==> src/core/cdt_pkg.sv <==
// Constants, register map and carrier types for the countdown timer block.
// Assumes one 200 MHz clock and a byte-wide register port of the host device.
// Notes on behaviour
// - Countdown runs only while timer enable set
// - Rate field picks 32, 8, 1, 0.5 Hz
// - Start value from low and high count registers
// - Zero start value keeps counter from running
// - Reaching zero completes one countdown period
// - Auto-reload restarts next period from start value
// - Each reload costs one extra tick
// - Completion sets done flag when irq enabled
// - Interrupt follows flag and irq enable; flag held until software clears it
// - Rate and reload change only while stopped
// - Count registers written only when enable, reload clear
// - Interrupt pin active low, open drain
// - Reset: stopped, no reload, 32 Hz, irqs off
package cdt_pkg;
    // Register offsets
    localparam logic [5:0] ADDR_MODE_CTRL = 6'h00;
    localparam logic [5:0] ADDR_IRQ_CTRL = 6'h01;
    localparam logic [5:0] ADDR_IRQ_FLAG = 6'h02;
    localparam logic [5:0] ADDR_COUNT_LO = 6'h18;
    localparam logic [5:0] ADDR_COUNT_HI = 6'h19;
    // Field positions
    localparam int BIT_TIMER_ENABLE = 1;
    localparam int BIT_AUTO_RELOAD = 2;
    localparam int BIT_RATE_LO = 5;
    localparam int BIT_RATE_HI = 6;
    localparam int BIT_IRQ_ENABLE = 1;
    localparam int BIT_DONE_FLAG = 1;
    // Reset values
    localparam logic [1:0] RATE_RESET = 2'h0;
    localparam logic [15:0] COUNT_RESET = 16'h0000;
    // Rate codes
    localparam logic [1:0] RATE_32HZ = 2'h0;
    localparam logic [1:0] RATE_8HZ = 2'h1;
    localparam logic [1:0] RATE_1HZ = 2'h2;
    localparam logic [1:0] RATE_HALF_HZ = 2'h3;
    // Crystal periods per tick, as masks on the crystal divider
    localparam logic [15:0] MASK_32HZ = 16'h03ff;
    localparam logic [15:0] MASK_8HZ = 16'h0fff;
    localparam logic [15:0] MASK_1HZ = 16'h7fff;
    localparam logic [15:0] MASK_HALF_HZ = 16'hffff;
    // Timing: system clock and crystal rates in Hz
    localparam longint CLOCK_HZ = 200000000;
    localparam longint XTAL_HZ = 32768;
    localparam int XTAL_DIV = int'(CLOCK_HZ / XTAL_HZ);

    typedef enum logic [1:0] {PH_IDLE, PH_RUN, PH_ZERO} phase_t;

    typedef struct packed {
        logic wr;
        logic rd;
        logic [5:0] addr;
        logic [7:0] wdata;
    } reg_req_t;

    typedef struct packed {
        phase_t phase;
        logic te;
        logic auto_reload_bit;
        logic [1:0] rate;
        logic timer_irq_enable;
        logic flag;
        logic [15:0] start_n;
        logic [15:0] cnt;
        logic [12:0] xtal_cnt;
        logic [15:0] div_cnt;
        logic [7:0] rdata;
        logic int_oe;
    } state_t;
endpackage

==> src/core/countdown_timer_interrupt.sv <==
// Countdown timer with auto-reload, done flag and open-drain interrupt pin.
// Assumes register requests are single-cycle strobes synchronous to clock.
`timescale 1ns/1ps
module countdown_timer_interrupt import cdt_pkg::*; #(
    parameter int XTAL_DIVIDE = XTAL_DIV
) (
    input wire logic clock, // 200 MHz system clock
    input wire logic rst_b, // Asynchronous reset, active low
    input wire reg_req_t req, // Register read or write strobe
    output logic [7:0] rdata_q, // Read data, valid after rd
    output logic int_out_q, // Interrupt pin output level
    output logic int_oe_q // Interrupt pin pull-down enable
);
    state_t s_q;
    state_t s_d;
    logic xtal_en;
    logic tick;
    logic done;
    logic start;
    logic flag_clr;
    logic [15:0] mask;

    // Tick mask chosen by the rate field
    always_comb begin
        case (s_q.rate)
            RATE_32HZ: mask = MASK_32HZ;
            RATE_8HZ: mask = MASK_8HZ;
            RATE_1HZ: mask = MASK_1HZ;
            RATE_HALF_HZ: mask = MASK_HALF_HZ;
            default: mask = MASK_32HZ;
        endcase
    end

    // Crystal enable and source tick, free running so rates stay aligned
    assign xtal_en = (s_q.xtal_cnt == 13'(XTAL_DIVIDE - 1));
    assign tick = xtal_en && ((s_q.div_cnt & mask) == mask);
    assign flag_clr = req.wr && req.addr == ADDR_IRQ_FLAG && !req.wdata[BIT_DONE_FLAG];
    assign start = (s_q.phase == PH_IDLE) && s_q.te;
    assign done = (s_q.phase == PH_RUN) && tick && s_q.cnt == 16'h0001;

    // Next state: registers, divider, countdown sequencer
    always_comb begin
        s_d = s_q;
        s_d.xtal_cnt = xtal_en ? 13'h0000 : s_q.xtal_cnt + 13'h0001;
        if (xtal_en) begin
            s_d.div_cnt = s_q.div_cnt + 16'h0001;
        end
        if (req.wr) begin
            case (req.addr)
                ADDR_MODE_CTRL: begin
                    s_d.te = req.wdata[BIT_TIMER_ENABLE];
                    // Stored enable guards, so a stop-and-change write is refused
                    if (!s_q.te) begin
                        s_d.auto_reload_bit = req.wdata[BIT_AUTO_RELOAD];
                        s_d.rate = req.wdata[BIT_RATE_HI:BIT_RATE_LO];
                    end
                end
                ADDR_IRQ_CTRL: s_d.timer_irq_enable = req.wdata[BIT_IRQ_ENABLE];
                ADDR_COUNT_LO: begin
                    if (!s_q.te && !s_q.auto_reload_bit) begin
                        s_d.start_n[7:0] = req.wdata;
                    end
                end
                ADDR_COUNT_HI: begin
                    if (!s_q.te && !s_q.auto_reload_bit) begin
                        s_d.start_n[15:8] = req.wdata;
                    end
                end
                default: ;
            endcase
        end
        if (req.rd) begin
            case (req.addr)
                ADDR_MODE_CTRL: s_d.rdata = {1'b0, s_q.rate, 2'b00, s_q.auto_reload_bit, s_q.te, 1'b0};
                ADDR_IRQ_CTRL: s_d.rdata = {6'h00, s_q.timer_irq_enable, 1'b0};
                ADDR_IRQ_FLAG: s_d.rdata = {6'h00, s_q.flag, 1'b0};
                ADDR_COUNT_LO: s_d.rdata = s_q.start_n[7:0];
                ADDR_COUNT_HI: s_d.rdata = s_q.start_n[15:8];
                default: s_d.rdata = 8'h00;
            endcase
        end
        case (s_q.phase)
            PH_IDLE: begin
                if (s_q.te) begin
                    s_d.cnt = s_q.start_n;
                    // A zero start value parks the counter at once
                    s_d.phase = (s_q.start_n == 16'h0000) ? PH_ZERO : PH_RUN;
                end
            end
            PH_RUN: begin
                if (tick) begin
                    s_d.cnt = s_q.cnt - 16'h0001;
                    if (s_q.cnt == 16'h0001) begin
                        s_d.phase = PH_ZERO;
                    end
                end
            end
            PH_ZERO: begin
                // Reload spends one whole tick, so later periods are n+1
                if (tick && s_q.auto_reload_bit && s_q.start_n != 16'h0000) begin
                    s_d.cnt = s_q.start_n;
                    s_d.phase = PH_RUN;
                end
            end
            default: s_d.phase = PH_IDLE;
        endcase
        if (!s_q.te) begin
            s_d.phase = PH_IDLE;
        end
        // Set beats a clear landing in the same cycle
        if (flag_clr) begin
            s_d.flag = 1'b0;
        end
        if (done && s_q.timer_irq_enable) begin
            s_d.flag = 1'b1;
        end
        s_d.int_oe = s_d.flag && s_d.timer_irq_enable;
    end

    // State register; reset leaves the timer stopped at 32 Hz
    always_ff @(posedge clock or negedge rst_b) begin
        if (!rst_b) begin
            s_q <= '{phase: PH_IDLE, te: 1'b0, auto_reload_bit: 1'b0, rate: RATE_RESET,
                     timer_irq_enable: 1'b0, flag: 1'b0, start_n: COUNT_RESET, cnt: COUNT_RESET,
                     xtal_cnt: 13'h0000, div_cnt: 16'h0000, rdata: 8'h00, int_oe: 1'b0};
        end else begin
            s_q <= s_d;
        end
    end

    // Open drain: the pin only ever pulls low
    assign rdata_q = s_q.rdata;
    assign int_out_q = 1'b0;
    assign int_oe_q = s_q.int_oe;
endmodule

==> config.mk <==
export PLATFORM = sky130hd
export DESIGN_NAME = countdown_timer_interrupt
export DESIGN_NICKNAME = d
export VERILOG_FILES = /design/src/core/cdt_pkg.sv /design/src/core/countdown_timer_interrupt.sv
export SDC_FILE = /design/constraint.sdc
export NUM_CORES = 1
export LEC_CHECK = 0
export CORE_MARGIN = 5
export CORE_UTILIZATION = 30
export CTS_CLUSTER_SIZE = 10
export DETAILED_ROUTE_END_ITERATION = 8
export DONT_BUFFER_PORTS = 1
export GPL_ROUTABILITY_DRIVEN = 0
export HOLD_SLACK_MARGIN = 0.03
export PLACE_DENSITY_LB_ADDON = 0.2
export SYNTH_ARGS = -nofsm -noshare
export SYNTH_HDL_FRONTEND = slang
export SYNTH_SLANG_ARGS = --single-unit
==> constraint.sdc <==
create_clock -name clock -period 3.2 [get_ports clock]
set_clock_uncertainty 0.05 [all_clocks]
set_input_delay 0.64 -clock clock [delete_from_list [all_inputs] [get_ports clock]]
set_output_delay 0.64 -clock clock [all_outputs]
set_load 0.005 [all_outputs]
==> results.sh, run 1 <==
export IMPL_grt_pass1_wl_mm=15.8
export IMPL_synth_main_ff_cell="dfrtp_1"
export IMPL_post_cts_repair_setup_buffers=0
export IMPL_syn_num_nets=414
export IMPL_worst_setup_hold_path_clk_slew_ns=0.06
export IMPL_antenna_cells=0
export IMPL_core_region_area_um2=13200
export IMPL_setup_slack_ns=0.331
export IMPL_detailedRoute_firstPassIterationCount=4
export IMPL_overflow=0
export IMPL_postSynthAreaPerCell_um2=10.4
export IMPL_timing_final_setup_violations=0
export IMPL_clkLatencyLatePin_ns=0.33
export IMPL_cts_htree_levels=3
export IMPL_synth_area_leader_cell="dfrtp_1"
export IMPL_switching_share_pct=27.6
export IMPL_critical_path_top_delay_family="simple AND/OR/NAND/NOR gates"
export IMPL_r2r_cells=9
export IMPL_cp_data_arrival_time_ns=3.04
export IMPL_cts_max_path_buffers=2
export IMPL_grt_antenna_before_repair=0
export IMPL_non_filler_instance_count_after_layout=568
export IMPL_timing_fmax_mhz=349
export IMPL_globalRouteTotalUtil_pct=12.1
export IMPL_rsz_0062_raised_after_global_routing="no"
export IMPL_ctsRootBufferMaster="clkbuf_16"
export IMPL_avgViaCountPerCell=5.07
export IMPL_final_layout_size_suffix_gt1_share_pct=15.3
export IMPL_cellInternalPower_mw=2.10
export IMPL_chipWidth_um=126
export IMPL_die_height_um=126
export IMPL_p_clk_share_pct=40.8
export IMPL_number_of_buffers_and_inverters_on_the_critical_path=2
export IMPL_wl_per_cell_um=16.2
export IMPL_worstPathMaxFanout=11
export IMPL_timing_critical_path_to="s_q[51]$_DFFE_PN0P_"
export IMPL_run_status="complete, no violations"
export IMPL_hold_path_class="primary input to async pin"
export IMPL_ys_seq_elements=78
export IMPL_finalMaxSlewViolations=0
export IMPL_power_sequential_fraction_pct=42.9
export IMPL_syn_area_um2=4070
export IMPL_detail_route_drc_violations=0
export IMPL_cp_cell_sequence="inv_1 -> ha_1 -> nand4bb_1 -> or4_4 -> nor4b_4 -> buf_4 -> a21oi_2 -> nand2_1 -> o2bb2a_1"
export IMPL_period_needed_ns=2.87
export IMPL_worst_slew_margin_rel_pct=59.0
export IMPL_routed_wirelength_mm=9.23
export IMPL_grt_pass1_vias=3007
export IMPL_reg2reg_from="s_q[25]$_DFF_PN0_"
export IMPL_fin_nets=410
export IMPL_vdd_ir_drop_max_v=0.000306
export IMPL_io_pins=28
export IMPL_placed_cells_incl_taps=551
export IMPL_core_rowCount=42
export IMPL_antenna_violating_nets_post_route=0
export IMPL_post_dp_cell_area_um2=4200
export IMPL_synth_top_cells_by_area="dfrtp_1 (48%), mux2_2 (7.2%), nand2_1 (3.4%), xnor2_1 (3.2%), nor2_1 (2.9%)"
export IMPL_largest_net_degree_at_the_start_of_global_routing=79
export IMPL_synthDominantCellAreaShare_pct=48.0
export IMPL_yosysMostFrequentCell="dfrtp_1"
export IMPL_startpoint_type_of_the_worst_setup_path="flop"
export IMPL_edff_count_synth=0
export IMPL_synthTopCellsByCount="dfrtp_1 (78), nand2_1 (37), nor2_1 (31)"
export IMPL_ys_async_sr_fraction_pct=100
export IMPL_cts_tree="yes"
export IMPL_setup_tns_ns=0
export IMPL_synth_warning_count=0
export IMPL_timing_hold_violations_final=0
export IMPL_synth_seq_area_share_pct=48.0
export IMPL_cell_variety_after_synth=59
export IMPL_total_switching_power_mw=0.801
export IMPL_syn2layout_area_growth_pct=12.6
export IMPL_leakagePower_nw=1.98
export IMPL_critical_path_required_ns=3.37
export IMPL_starting_drt_drc_count=216
export IMPL_fin_area_um2=4580
export IMPL_cts_num_sinks=78
export IMPL_crit_path_start="s_q[25]$_DFF_PN0_"
export IMPL_kind_of_end_point_of_the_critical_path="flop"
export IMPL_rrSetupSlack_ns=0.33
export IMPL_max_cap_violations=0
export IMPL_io_buffers=0
export IMPL_slowest_delay_ns=0.53
export IMPL_power_total_mw=2.90
export IMPL_detailedPlace_worstSlack_ns=0.378
export IMPL_routed_via_count=2877
export IMPL_worst_pin_slew_ns=0.615
export IMPL_cts_inserted_buffers=9
export IMPL_hpwlAfterDp_mm=6.54
export IMPL_crit_type="flop to flop"
export IMPL_syn_instance_count=391
export IMPL_timing_critical_path_slowest_stage_cell="or4_4"
export IMPL_fp_dieArea_um2=16000
export IMPL_comb_power_share_pct=16.3
export IMPL_start_util_pct=30.7
export IMPL_layout_worst_path_cycle_share_pct=89.7
export IMPL_power_density_nw_per_um2=634
export IMPL_worstReg2RegEnd="s_q[51]$_DFFE_PN0P_"
export IMPL_timing_critical_path_depth=9
[cell families (layout without fill, tap and decap cells)]
group                      count (synthesis)  count (layout)  share of synthesized area, %
AOI/OAI and AO/OA                         57              57                          10.2
xor gates and xnor gates                  27              27                          5.82
adders and majority gates                  5               5                          1.54
buffers and inverters                     38              39                          4.68
DFF                                       78              78                          48.0
muxes                                     36              36                          9.66
other                                      1               1                        0.0922
and+or+nand+nor                          149             149                          20.0
[repair_timing]
item | 4_1_cts | 5_1_grt
hold buffers | 1 | 0
hold endpoints to repair | 78 | 0
gates resized for setup | 0 | 0
[sequential cells by signal (all words and copies together), names as in the netlist]
register and cells:
s_q 69, rdata_q 8, int_oe_q 1
[per-stage QoR]
stage / hold WS (ns) / utilization [%]
2_1_floorplan: 0.294 / -
5_1_grt: 0.178 / 34.6
3_3_place_gp: 0.300 / 31.7
3_5_place_dp: 0.299 / 31.7
4_1_cts: 0.166 / 34.6
6_report: 0.147 / 34.6
[worst min path at each step]
stage,end
CTS,s_q[39]$_DFFE_PN0P_
global route,s_q[39]$_DFFE_PN0P_
floorplan,int_oe_q$_DFF_PN0_
finish,s_q[39]$_DFFE_PN0P_
global placement,s_q[39]$_DFFE_PN0P_
detailed placement,s_q[39]$_DFFE_PN0P_
[metal layers]
layer / GRT usage (%) / wire length, um
met1: 15.6 / 4240
met5: 0 / 0
met3: 3.74 / 404
met4: 3.03 / 114
met2: 19.9 / 4460
[power by group through the flow]
stage | Sequential [mW] | Combinational [mW] | Clock (mW)
final | 1.24 | 0.474 | 1.18
after global routing | 1.26 | 0.535 | 1.27
after CTS | 1.24 | 0.478 | 1.21
after detailed placement | 1.26 | 0.453 | 0
after global placement | 1.26 | 0.453 | 0
after floorplan | 1.21 | 0.358 | 0
[cells in the final DEF (no fill, tap or decap), types with 3 or more instances in the layout]
master,synthesis,routed
dfrtp_1,78,78
nand2_1,37,37
nor2_1,31,31
mux2_2,26,26
nand3_1,21,21
inv_1,16,16
xnor2_1,15,15
xor2_1,12,12
mux2i_1,10,10
a21oi_1,9,9
o22ai_1,9,9
clkbuf_16,0,9
and3_1,8,8
nor4_1,7,7
or4_1,6,6
o21ai_0,6,6
buf_4,10,6
nand3b_1,5,5
nor3_1,5,5
ha_1,5,5
and2_1,4,4
nand4_1,4,4
a32o_1,4,4
nor4_2,3,3
and4_1,3,3
a41oi_1,3,3
o211ai_1,3,3
a211oi_1,3,3
bufinv_16,0,3
[area by class of cell]
| cell class | count | area, um2 |
|---|---|---|
| fillers | 1364 | 8670 |
| flip-flops and latches | 78 | 1950 |
| multi-input cells | 275 | 1920 |
| clock buffers | 10 | 239 |
| well taps | 176 | 220 |
| clock inverters | 6 | 109 |
| repair buffers | 7 | 72.6 |
| inverters | 16 | 60.1 |
(Power assumes the default switching activity.)
==> run 2: changes to the inputs <==
--- a/config.mk
+++ b/config.mk
@@ -13,6 +13,7 @@
 export GPL_ROUTABILITY_DRIVEN = 0
 export HOLD_SLACK_MARGIN = 0.03
 export PLACE_DENSITY_LB_ADDON = 0.2
+export SETUP_SLACK_MARGIN = 0.5
 export SYNTH_ARGS = -nofsm -noshare
 export SYNTH_HDL_FRONTEND = slang
 export SYNTH_SLANG_ARGS = --single-unit
==> run 2 against run 1 <==
Net effect: count of clock-buffer cells in the layout is the same; wire length barely moved; non-clock buffer count increased by 4; critical path depth decreased by 1; total power up 0.22%; clock power hardly changed; hold slack got worse by 0.0011 ns; global-route usage barely moved; die area unchanged; worst setup slack better by 0.29 ns; final area grew 1.0%; core utilization increased by 0.36 points.
==> results.sh, run 2 (synthesis gave the netlist of run 1 again) <==
export IMPL_core_region_area_um2=13200
export IMPL_overflow=0
export IMPL_layout_worst_path_cycle_share_pct=80.7
export IMPL_final_layout_size_suffix_gt1_share_pct=17.2
export IMPL_hpwlAfterDp_mm=6.54
export IMPL_ctsRootBufferMaster="clkbuf_16"
export IMPL_clkLatencyLatePin_ns=0.34
export IMPL_cts_inserted_buffers=9
export IMPL_routed_via_count=2886
export IMPL_worst_pin_slew_ns=0.637
export IMPL_worst_slew_margin_rel_pct=57.6
export IMPL_post_dp_cell_area_um2=4200
export IMPL_largest_register="s_q"
export IMPL_starting_drt_drc_count=163
export IMPL_core_rowCount=42
export IMPL_fin_nets=414
export IMPL_io_pins=28
export IMPL_comb_power_share_pct=16.4
export IMPL_rsz_0062_raised_after_global_routing="yes"
export IMPL_kind_of_end_point_of_the_critical_path="flop"
export IMPL_routed_wirelength_mm=9.23
export IMPL_cp_data_arrival_time_ns=2.76
export IMPL_antenna_cells=0
export IMPL_max_cap_violations=0
export IMPL_power_sequential_fraction_pct=42.8
export IMPL_worstPathMaxFanout=5
export IMPL_cts_num_sinks=78
export IMPL_chipWidth_um=126
export IMPL_detailedPlace_worstSlack_ns=0.378
export IMPL_die_height_um=126
export IMPL_crit_type="flop to flop"
export IMPL_avgViaCountPerCell=5.05
export IMPL_worst_setup_hold_path_clk_slew_ns=0.06
export IMPL_cts_max_path_buffers=2
export IMPL_run_status="complete, no violations"
export IMPL_timing_fmax_mhz=387
export IMPL_antenna_violating_nets_post_route=0
export IMPL_timing_final_setup_violations=0
export IMPL_hold_path_class="primary input to async pin"
export IMPL_timing_hold_ws_ns=0.146
export IMPL_leakagePower_nw=2.00
export IMPL_cts_tree="yes"
export IMPL_grt_pass1_wl_mm=15.8
export IMPL_detailedRoute_firstPassIterationCount=4
export IMPL_vdd_ir_drop_max_v=0.000307
export IMPL_finalMaxSlewViolations=0
export IMPL_cellInternalPower_mw=2.10
export IMPL_syn2layout_area_growth_pct=13.7
export IMPL_r2r_cells=8
export IMPL_total_switching_power_mw=0.806
export IMPL_detail_route_drc_violations=0
export IMPL_grt_pass1_vias=3011
export IMPL_power_density_nw_per_um2=629
export IMPL_largest_register_ffs=69
export IMPL_wl_per_cell_um=16.1
export IMPL_setup_tns_ns=0
export IMPL_globalRouteTotalUtil_pct=12.1
export IMPL_largest_net_degree_at_the_start_of_global_routing=79
export IMPL_layout_commonest_cell="dfrtp_1"
export IMPL_period_needed_ns=2.58
export IMPL_io_buffers=0
export IMPL_critical_path_required_ns=3.38
export IMPL_cts_htree_levels=3
export IMPL_fp_dieArea_um2=16000
export IMPL_p_clk_share_pct=40.7
export IMPL_setup_slack_ns=0.618
export IMPL_most_common_layout_cells="dfrtp_1 (78), nand2_1 (35), nor2_1 (31), mux2_2 (26), nand3_1 (21)"
export IMPL_timing_hold_violations_final=0
export IMPL_grt_antenna_before_repair=0
export IMPL_start_util_pct=30.7
export IMPL_startpoint_type_of_the_worst_setup_path="flop"
export IMPL_fin_area_um2=4620
export IMPL_switching_share_pct=27.7
run 2: changes by cell type in the layout (fill, tap and decap cells not counted), sizes merged:
| cell | before | now |
|---|---|---|
| buf | 7 | 11 |
run 2: power by group through the flow:
stage	sequential [mW]	clock, mW	combinational (mW)
after detailed placement	1.26	0	0.453
after floorplan	1.21	0	0.358
after CTS	1.24	1.21	0.479
after global placement	1.26	0	0.453
final	1.25	1.18	0.478
after global routing	1.26	1.27	0.537
run 2: timing repair:
item / CTS / global route
setup buffers: 0 / 4
gates resized for setup: 3 / 4
cloned: 0 / 0
setup endpoints to repair: 8 / 13
pin swaps: 0 / 2
hold endpoints to repair: 78 / 0
hold buffers: 1 / 0
run 2: critical path: stages, from the launching register on:
cell	delay (ns)
dfrtp_1	0.41
inv_1	0.07
ha_1	0.14
nand4bb_1	0.17
or4_4	0.53
nor4b_4	0.30
nand2_2	0.13
or4_1	0.41
a32o_1	0.26
run 2: path summary, 6_finish.rpt:
kind / start / to / slack (ns)
max: s_q[25]$_DFF_PN0_ / s_q[41]$_DFFE_PN0P_ / 0.62
min: rst_b / s_q[39]$_DFFE_PN0P_ / 0.15
min reg2reg: s_q[24]$_DFFE_PN0N_ / s_q[24]$_DFFE_PN0N_ / 0.42
max reg2reg: s_q[25]$_DFF_PN0_ / s_q[41]$_DFFE_PN0P_ / 0.62
min in group clock: req[14] / rdata_q[1]$_DFFE_PN0P_ / 0.34
max in group asynchronous: rst_b / int_oe_q$_DFF_PN0_ / 2.63
run 2: cell type report:
type / count / area [um2]
Multi-Input combinational cell: 275 / 1940
Timing Repair Buffer: 11 / 106
Clock inverter: 6 / 109
Sequential cell: 78 / 1950
Inverter: 16 / 60.1
Fill cell: 1365 / 8620
Tap cell: 176 / 220
Clock buffer: 10 / 239
run 2: per-layer routing:
layer	wire, um	vias up	global-route usage [%]
met5	0	-	0
met4	112	0	3.03
met2	4480	45	19.9
li1	-	1398	-
met1	4250	1432	15.7
met3	399	11	3.74
run 2: stage by stage:
step,util [%],cells,power (mW)
after floorplan,-,391,1.56
after detailed placement,31.7,551,1.71
after global routing,34.9,572,3.07
final,34.9,572,2.91
after CTS,34.6,568,2.93
after global placement,31.7,551,1.71
